===== src/rtl/gpp_pkg.sv =====
// package for the general purpose pin port: map, fields, carriers
package gpp_pkg;
	localparam int unsigned AW = 4;
	localparam int unsigned NPIN = 8;
	// register word indices (byte address is index times 4)
	localparam logic [AW-1:0] A_DATA    = 4'h0;
	localparam logic [AW-1:0] B_DATA    = 4'h1;
	localparam logic [AW-1:0] A_DIR     = 4'h2;
	localparam logic [AW-1:0] B_DIR     = 4'h3;
	localparam logic [AW-1:0] RSVD_SLOT = 4'h4;
	localparam logic [AW-1:0] B_RDR     = 4'h5;
	localparam logic [AW-1:0] B_PE      = 4'h6;
	localparam logic [AW-1:0] B_PS      = 4'h7;
	localparam logic [AW-1:0] B_IE      = 4'h8;
	localparam logic [AW-1:0] B_IF      = 4'h9;
	localparam logic [AW-1:0] A_RDR     = 4'hA;
	localparam logic [AW-1:0] A_PE      = 4'hB;
	localparam logic [7:0]  RST8      = 8'h00;
	localparam logic [7:0]  RSVD_VAL  = 8'h00;
	localparam logic [31:0] BAD_DATA  = 32'h00000000;
	localparam logic [23:0] PAD_HI    = 24'h000000;
	// per-port pin drive bundle
	typedef struct packed {
		logic [NPIN-1:0] out;
		logic [NPIN-1:0] oe;
		logic [NPIN-1:0] reduced;
		logic [NPIN-1:0] pull_up;
		logic [NPIN-1:0] pull_dn;
	} gpp_pins_t;
	typedef enum logic [1:0] {
		BS_IDLE = 2'b01,
		BS_RESP = 2'b10
	} gpp_bus_t;
endpackage


===== src/rtl/gpp_port.sv =====
// general purpose pin port: two 8-bit ports, direction, drive, pull and edge events
// Functional notes
// - with interrupt enabled, pull select 0 means falling edge, 1 rising edge
// - input with pull enable: select 0 pull-up, 1 pull-down; else no pull
// - output pins drive level bit; reduced drive bit 0 full, 1 reduced
// - in output mode each data bit is driven onto its pin through an output register
// - data read gives stored bit if direction 1, else buffered pin
// - port without pull-down or edge select has pull select fixed at 0
// - edge detection and interrupt enable exist only on the capable port
// - edge detection keeps working while the capable pin is an output
// - pin inputs are synchronised before they reach read data
// - direction bit 1 makes pin output, 0 input, each of 8 bits
// - data and direction registers read and write at any time
// - reserved slot reads 0x00 and ignores writes
`timescale 1ns/1ps
module gpp_port (
	// clock and reset
	input  wire logic                mclk,
	input  wire logic                arst_n,
	// avalon-mm slave
	input  wire logic [31:0]         avs_address,
	input  wire logic                avs_read,
	input  wire logic                avs_write,
	input  wire logic [31:0]         avs_writedata,
	input  wire logic [3:0]          avs_byteenable,
	output logic      [31:0]         avs_readdata,
	output logic                     avs_waitrequest,
	// pins
	input  wire logic [7:0]          pin_a_in,
	input  wire logic [7:0]          pin_b_in,
	output gpp_pkg::gpp_pins_t       pins_a,
	output gpp_pkg::gpp_pins_t       pins_b,
	// event request
	output logic                     port_b_irq
);
	// ----------------------------------------
	// reset release
	// ----------------------------------------
	logic rs1_q, rst_n_q;
	always_ff @(posedge mclk or negedge arst_n) begin
		if (!arst_n) begin
			rs1_q   <= 1'b0;
			rst_n_q <= 1'b0;
		end else begin
			rs1_q   <= 1'b1;
			rst_n_q <= rs1_q;
		end
	end

	// ----------------------------------------
	// pin synchronisers
	// ----------------------------------------
	logic [7:0] a_s1_q, a_s2_q, b_s1_q, b_s2_q, b_prev_q;
	always_ff @(posedge mclk or negedge rst_n_q) begin
		if (!rst_n_q) begin
			a_s1_q   <= gpp_pkg::RST8;
			a_s2_q   <= gpp_pkg::RST8;
			b_s1_q   <= gpp_pkg::RST8;
			b_s2_q   <= gpp_pkg::RST8;
			b_prev_q <= gpp_pkg::RST8;
		end else begin
			a_s1_q   <= pin_a_in;
			a_s2_q   <= a_s1_q;
			b_s1_q   <= pin_b_in;
			b_s2_q   <= b_s1_q;
			b_prev_q <= b_s2_q;
		end
	end

	// ----------------------------------------
	// bus decode
	// ----------------------------------------
	function automatic logic hit(input logic [31:0] addr, input logic [3:0] idx);
		hit = (addr[31:6] == 26'h0) && (addr[5:2] == idx) && (addr[1:0] == 2'h0);
	endfunction

	gpp_pkg::gpp_bus_t bst_q;
	wire        acc   = (avs_read | avs_write) && (bst_q == gpp_pkg::BS_IDLE);
	wire        wr    = avs_write && (bst_q == gpp_pkg::BS_IDLE) && avs_byteenable[0];
	wire [7:0]  wd    = avs_writedata[7:0];

	logic [7:0] a_dat_q, b_dat_q, a_dir_q, b_dir_q;
	logic [7:0] a_rdr_q, b_rdr_q, a_pe_q, b_pe_q, b_ps_q, b_ie_q, b_if_q;

	// ----------------------------------------
	// configuration registers
	// ----------------------------------------
	always_ff @(posedge mclk or negedge rst_n_q) begin
		if (!rst_n_q) begin
			a_dat_q <= gpp_pkg::RST8;
			b_dat_q <= gpp_pkg::RST8;
			a_dir_q <= gpp_pkg::RST8;
			b_dir_q <= gpp_pkg::RST8;
			a_rdr_q <= gpp_pkg::RST8;
			b_rdr_q <= gpp_pkg::RST8;
			a_pe_q  <= gpp_pkg::RST8;
			b_pe_q  <= gpp_pkg::RST8;
			b_ps_q  <= gpp_pkg::RST8;
			b_ie_q  <= gpp_pkg::RST8;
		end else if (wr) begin
			if (hit(avs_address, gpp_pkg::A_DATA)) a_dat_q <= wd;
			if (hit(avs_address, gpp_pkg::B_DATA)) b_dat_q <= wd;
			if (hit(avs_address, gpp_pkg::A_DIR))  a_dir_q <= wd;
			if (hit(avs_address, gpp_pkg::B_DIR))  b_dir_q <= wd;
			if (hit(avs_address, gpp_pkg::A_RDR))  a_rdr_q <= wd;
			if (hit(avs_address, gpp_pkg::B_RDR))  b_rdr_q <= wd;
			if (hit(avs_address, gpp_pkg::A_PE))   a_pe_q  <= wd;
			if (hit(avs_address, gpp_pkg::B_PE))   b_pe_q  <= wd;
			if (hit(avs_address, gpp_pkg::B_PS))   b_ps_q  <= wd;
			if (hit(avs_address, gpp_pkg::B_IE))   b_ie_q  <= wd;
		end
	end

	// ----------------------------------------
	// edge detection, port b only
	// ----------------------------------------
	// direction is not looked at, so output pins still see their own edges
	wire [7:0] rise    = b_s2_q & ~b_prev_q;
	wire [7:0] fall    = ~b_s2_q & b_prev_q;
	wire [7:0] edge_ok = b_ie_q & ((b_ps_q & rise) | (~b_ps_q & fall));
	wire       clr_if  = wr && hit(avs_address, gpp_pkg::B_IF);
	wire [7:0] clr_msk = clr_if ? wd : gpp_pkg::RST8;

	always_ff @(posedge mclk or negedge rst_n_q) begin
		if (!rst_n_q) begin
			b_if_q     <= gpp_pkg::RST8;
			port_b_irq <= 1'b0;
		end else begin
			b_if_q     <= (b_if_q & ~clr_msk) | edge_ok;
			port_b_irq <= |((b_if_q & ~clr_msk) | edge_ok);
		end
	end

	// ----------------------------------------
	// read mux
	// ----------------------------------------
	wire [7:0] a_rd = (a_dir_q & a_dat_q) | (~a_dir_q & a_s2_q);
	wire [7:0] b_rd = (b_dir_q & b_dat_q) | (~b_dir_q & b_s2_q);
	logic [7:0] rsel;
	always_comb begin
		rsel = gpp_pkg::RST8;
		if (hit(avs_address, gpp_pkg::A_DATA))    rsel = a_rd;
		if (hit(avs_address, gpp_pkg::B_DATA))    rsel = b_rd;
		if (hit(avs_address, gpp_pkg::A_DIR))     rsel = a_dir_q;
		if (hit(avs_address, gpp_pkg::B_DIR))     rsel = b_dir_q;
		if (hit(avs_address, gpp_pkg::RSVD_SLOT)) rsel = gpp_pkg::RSVD_VAL;
		if (hit(avs_address, gpp_pkg::A_RDR))     rsel = a_rdr_q;
		if (hit(avs_address, gpp_pkg::B_RDR))     rsel = b_rdr_q;
		if (hit(avs_address, gpp_pkg::A_PE))      rsel = a_pe_q;
		if (hit(avs_address, gpp_pkg::B_PE))      rsel = b_pe_q;
		if (hit(avs_address, gpp_pkg::B_PS))      rsel = b_ps_q;
		if (hit(avs_address, gpp_pkg::B_IE))      rsel = b_ie_q;
		if (hit(avs_address, gpp_pkg::B_IF))      rsel = b_if_q;
	end

	// ----------------------------------------
	// bus handshake: one wait cycle per access
	// ----------------------------------------
	always_ff @(posedge mclk or negedge rst_n_q) begin
		if (!rst_n_q) begin
			bst_q           <= gpp_pkg::BS_IDLE;
			avs_waitrequest <= 1'b1;
			avs_readdata    <= gpp_pkg::BAD_DATA;
		end else begin
			case (bst_q)
				gpp_pkg::BS_IDLE: begin
					if (acc) begin
						bst_q           <= gpp_pkg::BS_RESP;
						avs_waitrequest <= 1'b0;
						avs_readdata    <= {gpp_pkg::PAD_HI, rsel};
					end
				end
				gpp_pkg::BS_RESP: begin
					bst_q           <= gpp_pkg::BS_IDLE;
					avs_waitrequest <= 1'b1;
				end
				default: begin
					bst_q           <= gpp_pkg::BS_IDLE;
					avs_waitrequest <= 1'b1;
				end
			endcase
		end
	end

	// ----------------------------------------
	// pin drive
	// ----------------------------------------
	gpp_pkg::gpp_pins_t a_d, b_d;
	assign a_d.out     = a_dat_q;
	assign a_d.oe      = a_dir_q;
	assign a_d.reduced = a_dir_q & a_rdr_q;
	assign a_d.pull_up = ~a_dir_q & a_pe_q;
	assign a_d.pull_dn = gpp_pkg::RST8;
	assign b_d.out     = b_dat_q;
	assign b_d.oe      = b_dir_q;
	assign b_d.reduced = b_dir_q & b_rdr_q;
	assign b_d.pull_up = ~b_dir_q & b_pe_q & ~b_ps_q;
	assign b_d.pull_dn = ~b_dir_q & b_pe_q & b_ps_q;

	always_ff @(posedge mclk or negedge rst_n_q) begin
		if (!rst_n_q) begin
			pins_a <= '0;
			pins_b <= '0;
		end else begin
			pins_a <= a_d;
			pins_b <= b_d;
		end
	end
endmodule


===== config.mk =====
export PLATFORM = sky130hd
export DESIGN_NAME = gpp_port
export DESIGN_NICKNAME = d
export VERILOG_FILES = /design/src/rtl/gpp_pkg.sv /design/src/rtl/gpp_port.sv
export SDC_FILE = /design/constraint.sdc
export NUM_CORES = 1
export LEC_CHECK = 0
export ABC_CLOCK_PERIOD_IN_PS = 8690
export BUFFER_PORTS_ARGS = -buffer_cell sky130_fd_sc_hd__buf_2
export CAP_MARGIN = 20
export CELL_PAD_IN_SITES_DETAIL_PLACEMENT = 0
export CELL_PAD_IN_SITES_GLOBAL_PLACEMENT = 1
export CORE_MARGIN = 5
export CORE_UTILIZATION = 43
export CTS_BUF_LIST = sky130_fd_sc_hd__clkbuf_16
export CTS_CLUSTER_SIZE = 16
export DETAILED_ROUTE_END_ITERATION = 10
export PLACE_DENSITY_LB_ADDON = 0.1
export SKIP_LAST_GASP = 1
export SLEW_MARGIN = 10
export SYNTH_ARGS = -nofsm -noshare
export SYNTH_HDL_FRONTEND = slang
export SYNTH_SLANG_ARGS = --single-unit

===== constraint.sdc =====
create_clock -name mclk -period 8.69 [get_ports mclk]
set_clock_uncertainty 0.15 [all_clocks]
set_input_delay 1.3035 -clock mclk [delete_from_list [all_inputs] [get_ports mclk]]
set_output_delay 1.3035 -clock mclk [all_outputs]
set_load 0.03 [all_outputs]

==> flow_metrics.tcl, run 1 <==
set metrics [dict create \
    cts_resized 0 \
    syn2layout_area_growth_pct 19.4 \
    syn_area_per_cell_um2 12.9 \
    postCtsSetupBuffers 0 \
    ff_latch_area_mm2 0.00534 \
    multi_input_area_mm2 0.00305 \
    viasPerCell 5.24 \
    antenna_cells 0 \
    p_switching_uw 572 \
    yosys.area.top_type "dfrtp_1" \
    die_w_um 152 \
    grt_pass1_vias 6086 \
    fp.coreArea_mm2 0.0197 \
    tns_ps 0 \
    overflow 0 \
    drv_slew 0 \
    drc_errors 0 \
    yosysWarningCount 0 \
    powerDensity_mw_per_mm2 224 \
    ant_nets 0 \
    ios 202 \
    die_h_um 152 \
    grt_pass1_wl_mm 35.5 \
    internal_power_mw 1.74 \
    leakagePower_nw 5.19 \
    timing.max_cap.violations 0 \
    switching_share_pct 24.7 \
    hpwl_mm 16.4 \
    synth-async-reset-ratio_pct 100 \
    antenna_found_initial 0 \
    worst_setup_path_start_kind "input pin" \
    synth_most_common_cell "dfrtp_1" \
    seqPwrFrac_pct 45.2 \
    layout-drive-gt1-share_pct 34.7 \
    combPwrFrac_pct 8.9 \
    yosys-top-cells-count "dfrtp_1, mux2_2, nand2_1, nor2_1, buf_4" \
    die_area_mm2 0.0230 \
    total_power_mw 2.31 \
    dr_total_vias 5731 \
    critPathRequiredTime_ps 8980 \
    finish.utilization_pct 52.5 \
    ir_worst_vdd_uv 171 \
    maxSlewHeadroom_pct 27.6 \
    final_cells 1093 \
    drt_iter0_drc 293 \
    period_share_pct 46.5 \
    post-route-min-period_ps 4040 \
    hold_path.class "reg2reg" \
    dpl_cell_area_mm2 0.00948 \
    setup_viol_count_final 0 \
    worstPathMaxFanout 13 \
    clk_latency_ps 520 \
    synth.yosys.seq_area_share_pct 61.7 \
    grt_start_max_net_pins 79 \
    numCtsBuffers 23 \
    hold_buffers 0 \
    clockRootBuffer "clkbuf_16" \
    h-tree-depth 1 \
    clockBufferDepth 3 \
    dp_cells 1051 \
    drtPass1Iterations 4 \
    ys_top_cells_by_area "dfrtp_1, mux2_2, buf_4" \
    routed_wl_mm 23.1 \
    syn_inst 670 \
    run_status "completed" \
    netlist_area_mm2 0.00864 \
    clock_power_share_pct 45.9 \
    cp.arrival_ps 4330 \
    finalNetCount 899 \
    rsz0062_at_grt "no" \
    timing_hold_violations_final 0 \
    max_freq_mhz 248 \
    fillers 1748 \
    fp-row-count 51 \
    cts.sinks 213 \
    crit_type "in2reg" \
    path_clk_slew_ps 60 \
    synth_cell_types 60 \
    portBuffers 142 \
    ys_seq_elements 213 \
    global_route.usage.total_pct 20.3 \
    wl_per_cell_um 21.2 \
    synth_top_flop_cell "dfrtp_1" \
    cts_tree "built" \
    tightest_slew_ps 1080 \
    netlist.area_leader.share_pct 61.4 \
    synth_edf_count 0 \
    final_area_mm2 0.0103 \
    initial_core_util_pct 44.0 \
    crit_path_end_kind "flip-flop" \
    gp_congestion 0.861 \
]
==> final cells by class <==
cell class	count	area share, %
clock inverter	19	2.49
inverter	7	0.255
tap	265	3.22
clock buffer	23	5.58
timing repair buffer	146	7.18
sequential	213	51.7
multi-input combinational	420	29.5
==> placed cells by master, fill, tap and decap left out, types with 15 or more instances in the layout <==
master     instances
mux2_2            83
and2_1            16
o21ai_0           26
clkbuf_16         23
nor3b_1           16
buf_2            142
nor2_1            35
nand2_1           35
conb_1            33
dfrtp_1          211
nor2b_1           15
==> logic make-up (layout without fill, tap and decap cells) <==
logic type / count (synthesis) / after routing / share of synthesized area (%)
buf+inv: 68 / 195 / 4.37
compound gates: 105 / 105 / 8.10
mux: 88 / 88 / 11.4
simple gates: 194 / 194 / 14.3
other cells: 2 / 33 / 0.0869
flops: 213 / 213 / 61.7
==> metal layers <==
layer	vias to the layer above	wire length, µm	GRT usage, %
li1	2637	-	-
met1	2898	9870	26.7
met2	164	11500	35.4
met3	32	1350	3.69
met4	0	439	4.45
met5	-	0	0
==> power by group through the flow <==
stage	sequential, mW	clock, mW	combinational (mW)
3_5_place_dp	1.07	0	0.206
5_1_grt	1.05	1.13	0.223
3_3_place_gp	1.07	0	0.203
2_1_floorplan	1.10	0	0.103
4_1_cts	1.05	1.09	0.206
6_report	1.05	1.06	0.205
==> through the flow <==
stage	hold slack (ps)	worst slack, ps
after floorplan	181	2170
after global placement	181	4090
after detailed placement	185	4090
after CTS	199	4630
after global routing	201	4480
final	196	4650
==> worst paths after layout <==
path / startpoint / end / slack [ps] / depth (start not counted)
hold reg to reg: a_s1_q[2] / a_s2_q[2] / 200 / 0
setup reg to reg: bst_q[0] / b_pe_q[6] / 5650 / 4
min in group asynchronous: rst_n_q / a_pe_q[2] / 230 / 0
setup / recovery: avs_address[26] / avs_readdata[7] / 4650 / 7
hold / removal: a_s1_q[2] / a_s2_q[2] / 200 / 0
max in group asynchronous: rst_n_q / pins_b[31] / 6700 / 1
==> critical path, stage by stage <==
cell	delay (ps)
buf_2	100
or4_1	660
nor3_4	370
nand2_1	460
nor3_1	1010
a221oi_1	240
a21oi_1	180
==> flip-flops by register name, indices dropped and copies added, names as in the netlist, 2 cells and up <==
name	cells
b_if_q	8
pins_b	40
pins_a	32
bst_q	2
a_dat_q	8
a_dir_q	8
b_rdr_q	8
b_ie_q	8
b_s2_q	8
b_prev_q	8
a_s2_q	8
a_rdr_q	8
b_dat_q	8
avs_readdata	8
b_s1_q	8
b_ps_q	8
b_pe_q	8
a_pe_q	8
b_dir_q	8
a_s1_q	8
Power figures use the tool's default switching activity.
==> run 2, diff against run 1 <==
- ABC_AREA: not set -> 1
- ABC_CLOCK_PERIOD_IN_PS: 8690 -> 3500
- CORE_UTILIZATION: 43 -> 36
- clock period: 8.69 -> 3.5 ns (I/O delays scaled with it)
==> run 2 against run 1 <==
  * Global-route usage decreased by 4.0 points
  * Utilization down 7.7 points
  * Critical endpoint is now port_b_irq
  * Design area up 1.7%
  * Sequential power is 140% higher
==> flow_metrics.tcl, run 2 <==
set metrics [dict create \
    run_status "completed" \
    wl_per_cell_um 15.4 \
    clock_power_share_pct 46.7 \
    die_w_um 164 \
    crit_chain "buf_2 > or2_0 > nor2_1 > nand2_1 > nor2_4 > inv_2 > nor2_8 > nand2_4 > nor2_4 > nand2_1 > nand2_1 > nand2_1 > nor4_1 > nand3_1" \
    dr_wl_met3_um 918 \
    path_clk_slew_ps 60 \
    fp.coreArea_mm2 0.0234 \
    setup_viol_count_final 0 \
    worst_setup_path_start_kind "input pin" \
    syn2layout_area_growth_pct 23.1 \
    cpLargestDelayFamily "simple AND/OR/NAND/NOR gates" \
    initial_core_util_pct 36.4 \
    dr_total_vias 6252 \
    fillers 2428 \
    ios 202 \
    finish.utilization_pct 44.8 \
    layout_common_cells "nand2_1, dfrtp_1, buf_2" \
    synth_edf_count 0 \
    cpMostUsedCell "nand2_1" \
    overflow 0 \
    drt-met1-wl_mm 9.72 \
    post-route-min-period_ps 2320 \
    ys_seq_elements 213 \
    routed_wl_mm 21.6 \
    netlist.area_leader.share_pct 62.3 \
    ant_nets 0 \
    synth-async-reset-ratio_pct 100 \
    place_ws_ps 643 \
    grt_pass1_wl_mm 34.8 \
    final_common_cell "nand2_1" \
    ys_top_cells_by_area "dfrtp_1, nand2_1, o21ai_0" \
    timing.final.ws_setup_ps 1180 \
    critPathRequiredTime_ps 3700 \
    antenna_cells 0 \
    crit_path_end_kind "flip-flop" \
    maxSlewHeadroom_pct 51.1 \
    clockBufferDepth 3 \
    gp_congestion 0.801 \
    post_synth_mux_area_share_pct 0.926 \
    antenna_found_initial 0 \
    netlist_area_mm2 0.00851 \
    synth.yosys.seq_area_share_pct 62.6 \
    viasPerCell 4.45 \
    reg2reg_depth 6 \
    synth_top_family_by_area "simple AND/OR/NAND/NOR gates" \
    syn_area_per_cell_um2 9.52 \
    ff_latch_area_mm2 0.00534 \
    die_area_mm2 0.0268 \
    synth_top_flop_cell "dfrtp_1" \
    largest_register "pins_b" \
    finalNetCount 1159 \
    grt_start_max_net_pins 84 \
    hold_path.class "in2async" \
    synth_compound_area_share_pct 9.18 \
    grt_pass1_vias 6430 \
    switching_share_pct 22.8 \
    tightest_slew_ps 734 \
    h-tree-depth 1 \
    global_route.usage.total_pct 16.3 \
    largest_register_ffs 40 \
    crit_buf_inv 2 \
    portBuffers 142 \
    topRoutingLayerUsed "met4" \
    synth_simple_gate_area_share_pct 19.2 \
    critical_path.startpoint "avs_address[10]" \
    cp_slowest_cell "nor4_1" \
    cts.sinks 213 \
    seqPwrFrac_pct 47.7 \
    die_h_um 164 \
    hpwl_mm 15.8 \
    powerDensity_mw_per_mm2 505 \
    p_switching_mw 1.21 \
    layout-drive-gt1-share_pct 19.7 \
    ir_worst_vdd_uv 252 \
    worstPathMaxFanout 9 \
    clk_latency_ps 510 \
    tns_ps 0 \
    clockRootBuffer "clkbuf_16" \
    max_freq_mhz 432 \
    drc_errors 0 \
    fp-row-count 56 \
    synthAdderAreaFrac_pct 0 \
    timing_hold_violations_final 0 \
    syn_inst 894 \
    reg_top3 "pins_b (40), pins_a (32)" \
    r2r_setup_slack_ps 1250 \
    drt_iter0_drc 365 \
    timing.max_cap.violations 0 \
    synth_most_common_cell "nand2_1" \
    slowest_delay_ps 470 \
    wl_met2_mm 10.6 \
    cts_resized 0 \
    worst_r2r_endpoint "b_dat_q[2]" \
    yosys.area.top_type "dfrtp_1" \
    hold_slack_ps 166 \
    yosysWarningCount 0 \
    internal_power_mw 4.09 \
    yosys-top-cells-count "nand2_1, dfrtp_1, o21ai_0, inv_1, nor2_1" \
    leakagePower_nw 5.50 \
    reg2reg_from "bst_q[0]" \
    rsz0062_at_grt "no" \
    synth_cell_types 34 \
    combPwrFrac_pct 5.6 \
    multi_input_area_mm2 0.00262 \
    crit_type "in2reg" \
    cts_tree "built" \
    cp.arrival_ps 2520 \
    numCtsBuffers 24 \
    period_share_pct 66.2 \
    synth_xor_area_share_pct 0 \
    drv_slew 0 \
    drtPass1Iterations 4 \
]
-- run 2: cell types whose count changed in the layout (fill, tap and decap cells not counted), sizes merged, moves of 15 or more --
cell / previous run / this run
inv: 13 / 95
dlygate4sd3: 0 / 17
and2: 17 / 1
mux2: 83 / 7
nor2: 35 / 58
o21ai: 28 / 110
nor2b: 15 / 0
nor3b: 16 / 0
nand2: 36 / 255
-- run 2: kinds of logic (layout without fill, tap and decap cells) --
logic type             after synthesis  after routing
and+or+nand+nor                    379            379
other                                2             33
buffers and inverters              146            308
muxes                                7              7
AOI/OAI and AO/OA                  147            147
DFF                                213            213
-- run 2: worst register-to-register path, cell delays in order, from the launching register on --
cell      delay, ps
dfstp_2         520
inv_1            30
nor2_1          100
nand3_1         210
clkinv_1        270
nand3_1         510
o21ai_0         360
-- run 2: area by class of cell --
cell class                      instances  area share, %
Clock buffer                           25           5.97
Clock inverter                         17           1.49
Inverter                               95           3.40
Multi-Input combinational cell        566           25.0
Sequential cell                       213           50.9
Tap cell                              319           3.81
Timing Repair Buffer                  171           9.50
-- run 2: how the worst max path moves through the flow --
stage / to / slack (ps) / depth (start not counted)
after global routing: port_b_irq / 950 / 14
after global placement: port_b_irq / 660 / 14
after CTS: port_b_irq / 1180 / 14
after detailed placement: port_b_irq / 640 / 14
after floorplan: a_dat_q[0] / 1190 / 0
final: port_b_irq / 1180 / 14
-- run 2: per-stage QoR --
stage | area, µm² | instances | total power, mW
6_report | 10500 | 1406 | 5.30
4_1_cts | 10500 | 1406 | 5.38
3_3_place_gp | 9530 | 1347 | 2.87
3_5_place_dp | 9530 | 1347 | 2.86
2_1_floorplan | 8630 | 925 | 2.77
5_1_grt | 10500 | 1406 | 5.53
-- run 2: metal layers --
metal,up-vias,global-route usage (%)
met5,-,0
met1,2932,22.1
met3,27,2.31
met2,126,28.1
li1,3167,-
met4,0,3.55
-- run 2: power groups by stage --
| stage | combinational [mW] | sequential (mW) | clock (mW) |
|---|---|---|---|
| after global placement | 0.292 | 2.57 | 0 |
| after CTS | 0.306 | 2.53 | 2.54 |
| final | 0.297 | 2.53 | 2.47 |
| after global routing | 0.338 | 2.53 | 2.65 |
| after detailed placement | 0.290 | 2.57 | 0 |
| after floorplan | 0.169 | 2.61 | 0 |
-- run 2: repair_timing --
| item | CTS | global route |
|---|---|---|
| setup buffers | 0 | 0 |
| hold buffers | 17 | 0 |
| endpoints found under the hold margin | 18 | 0 |
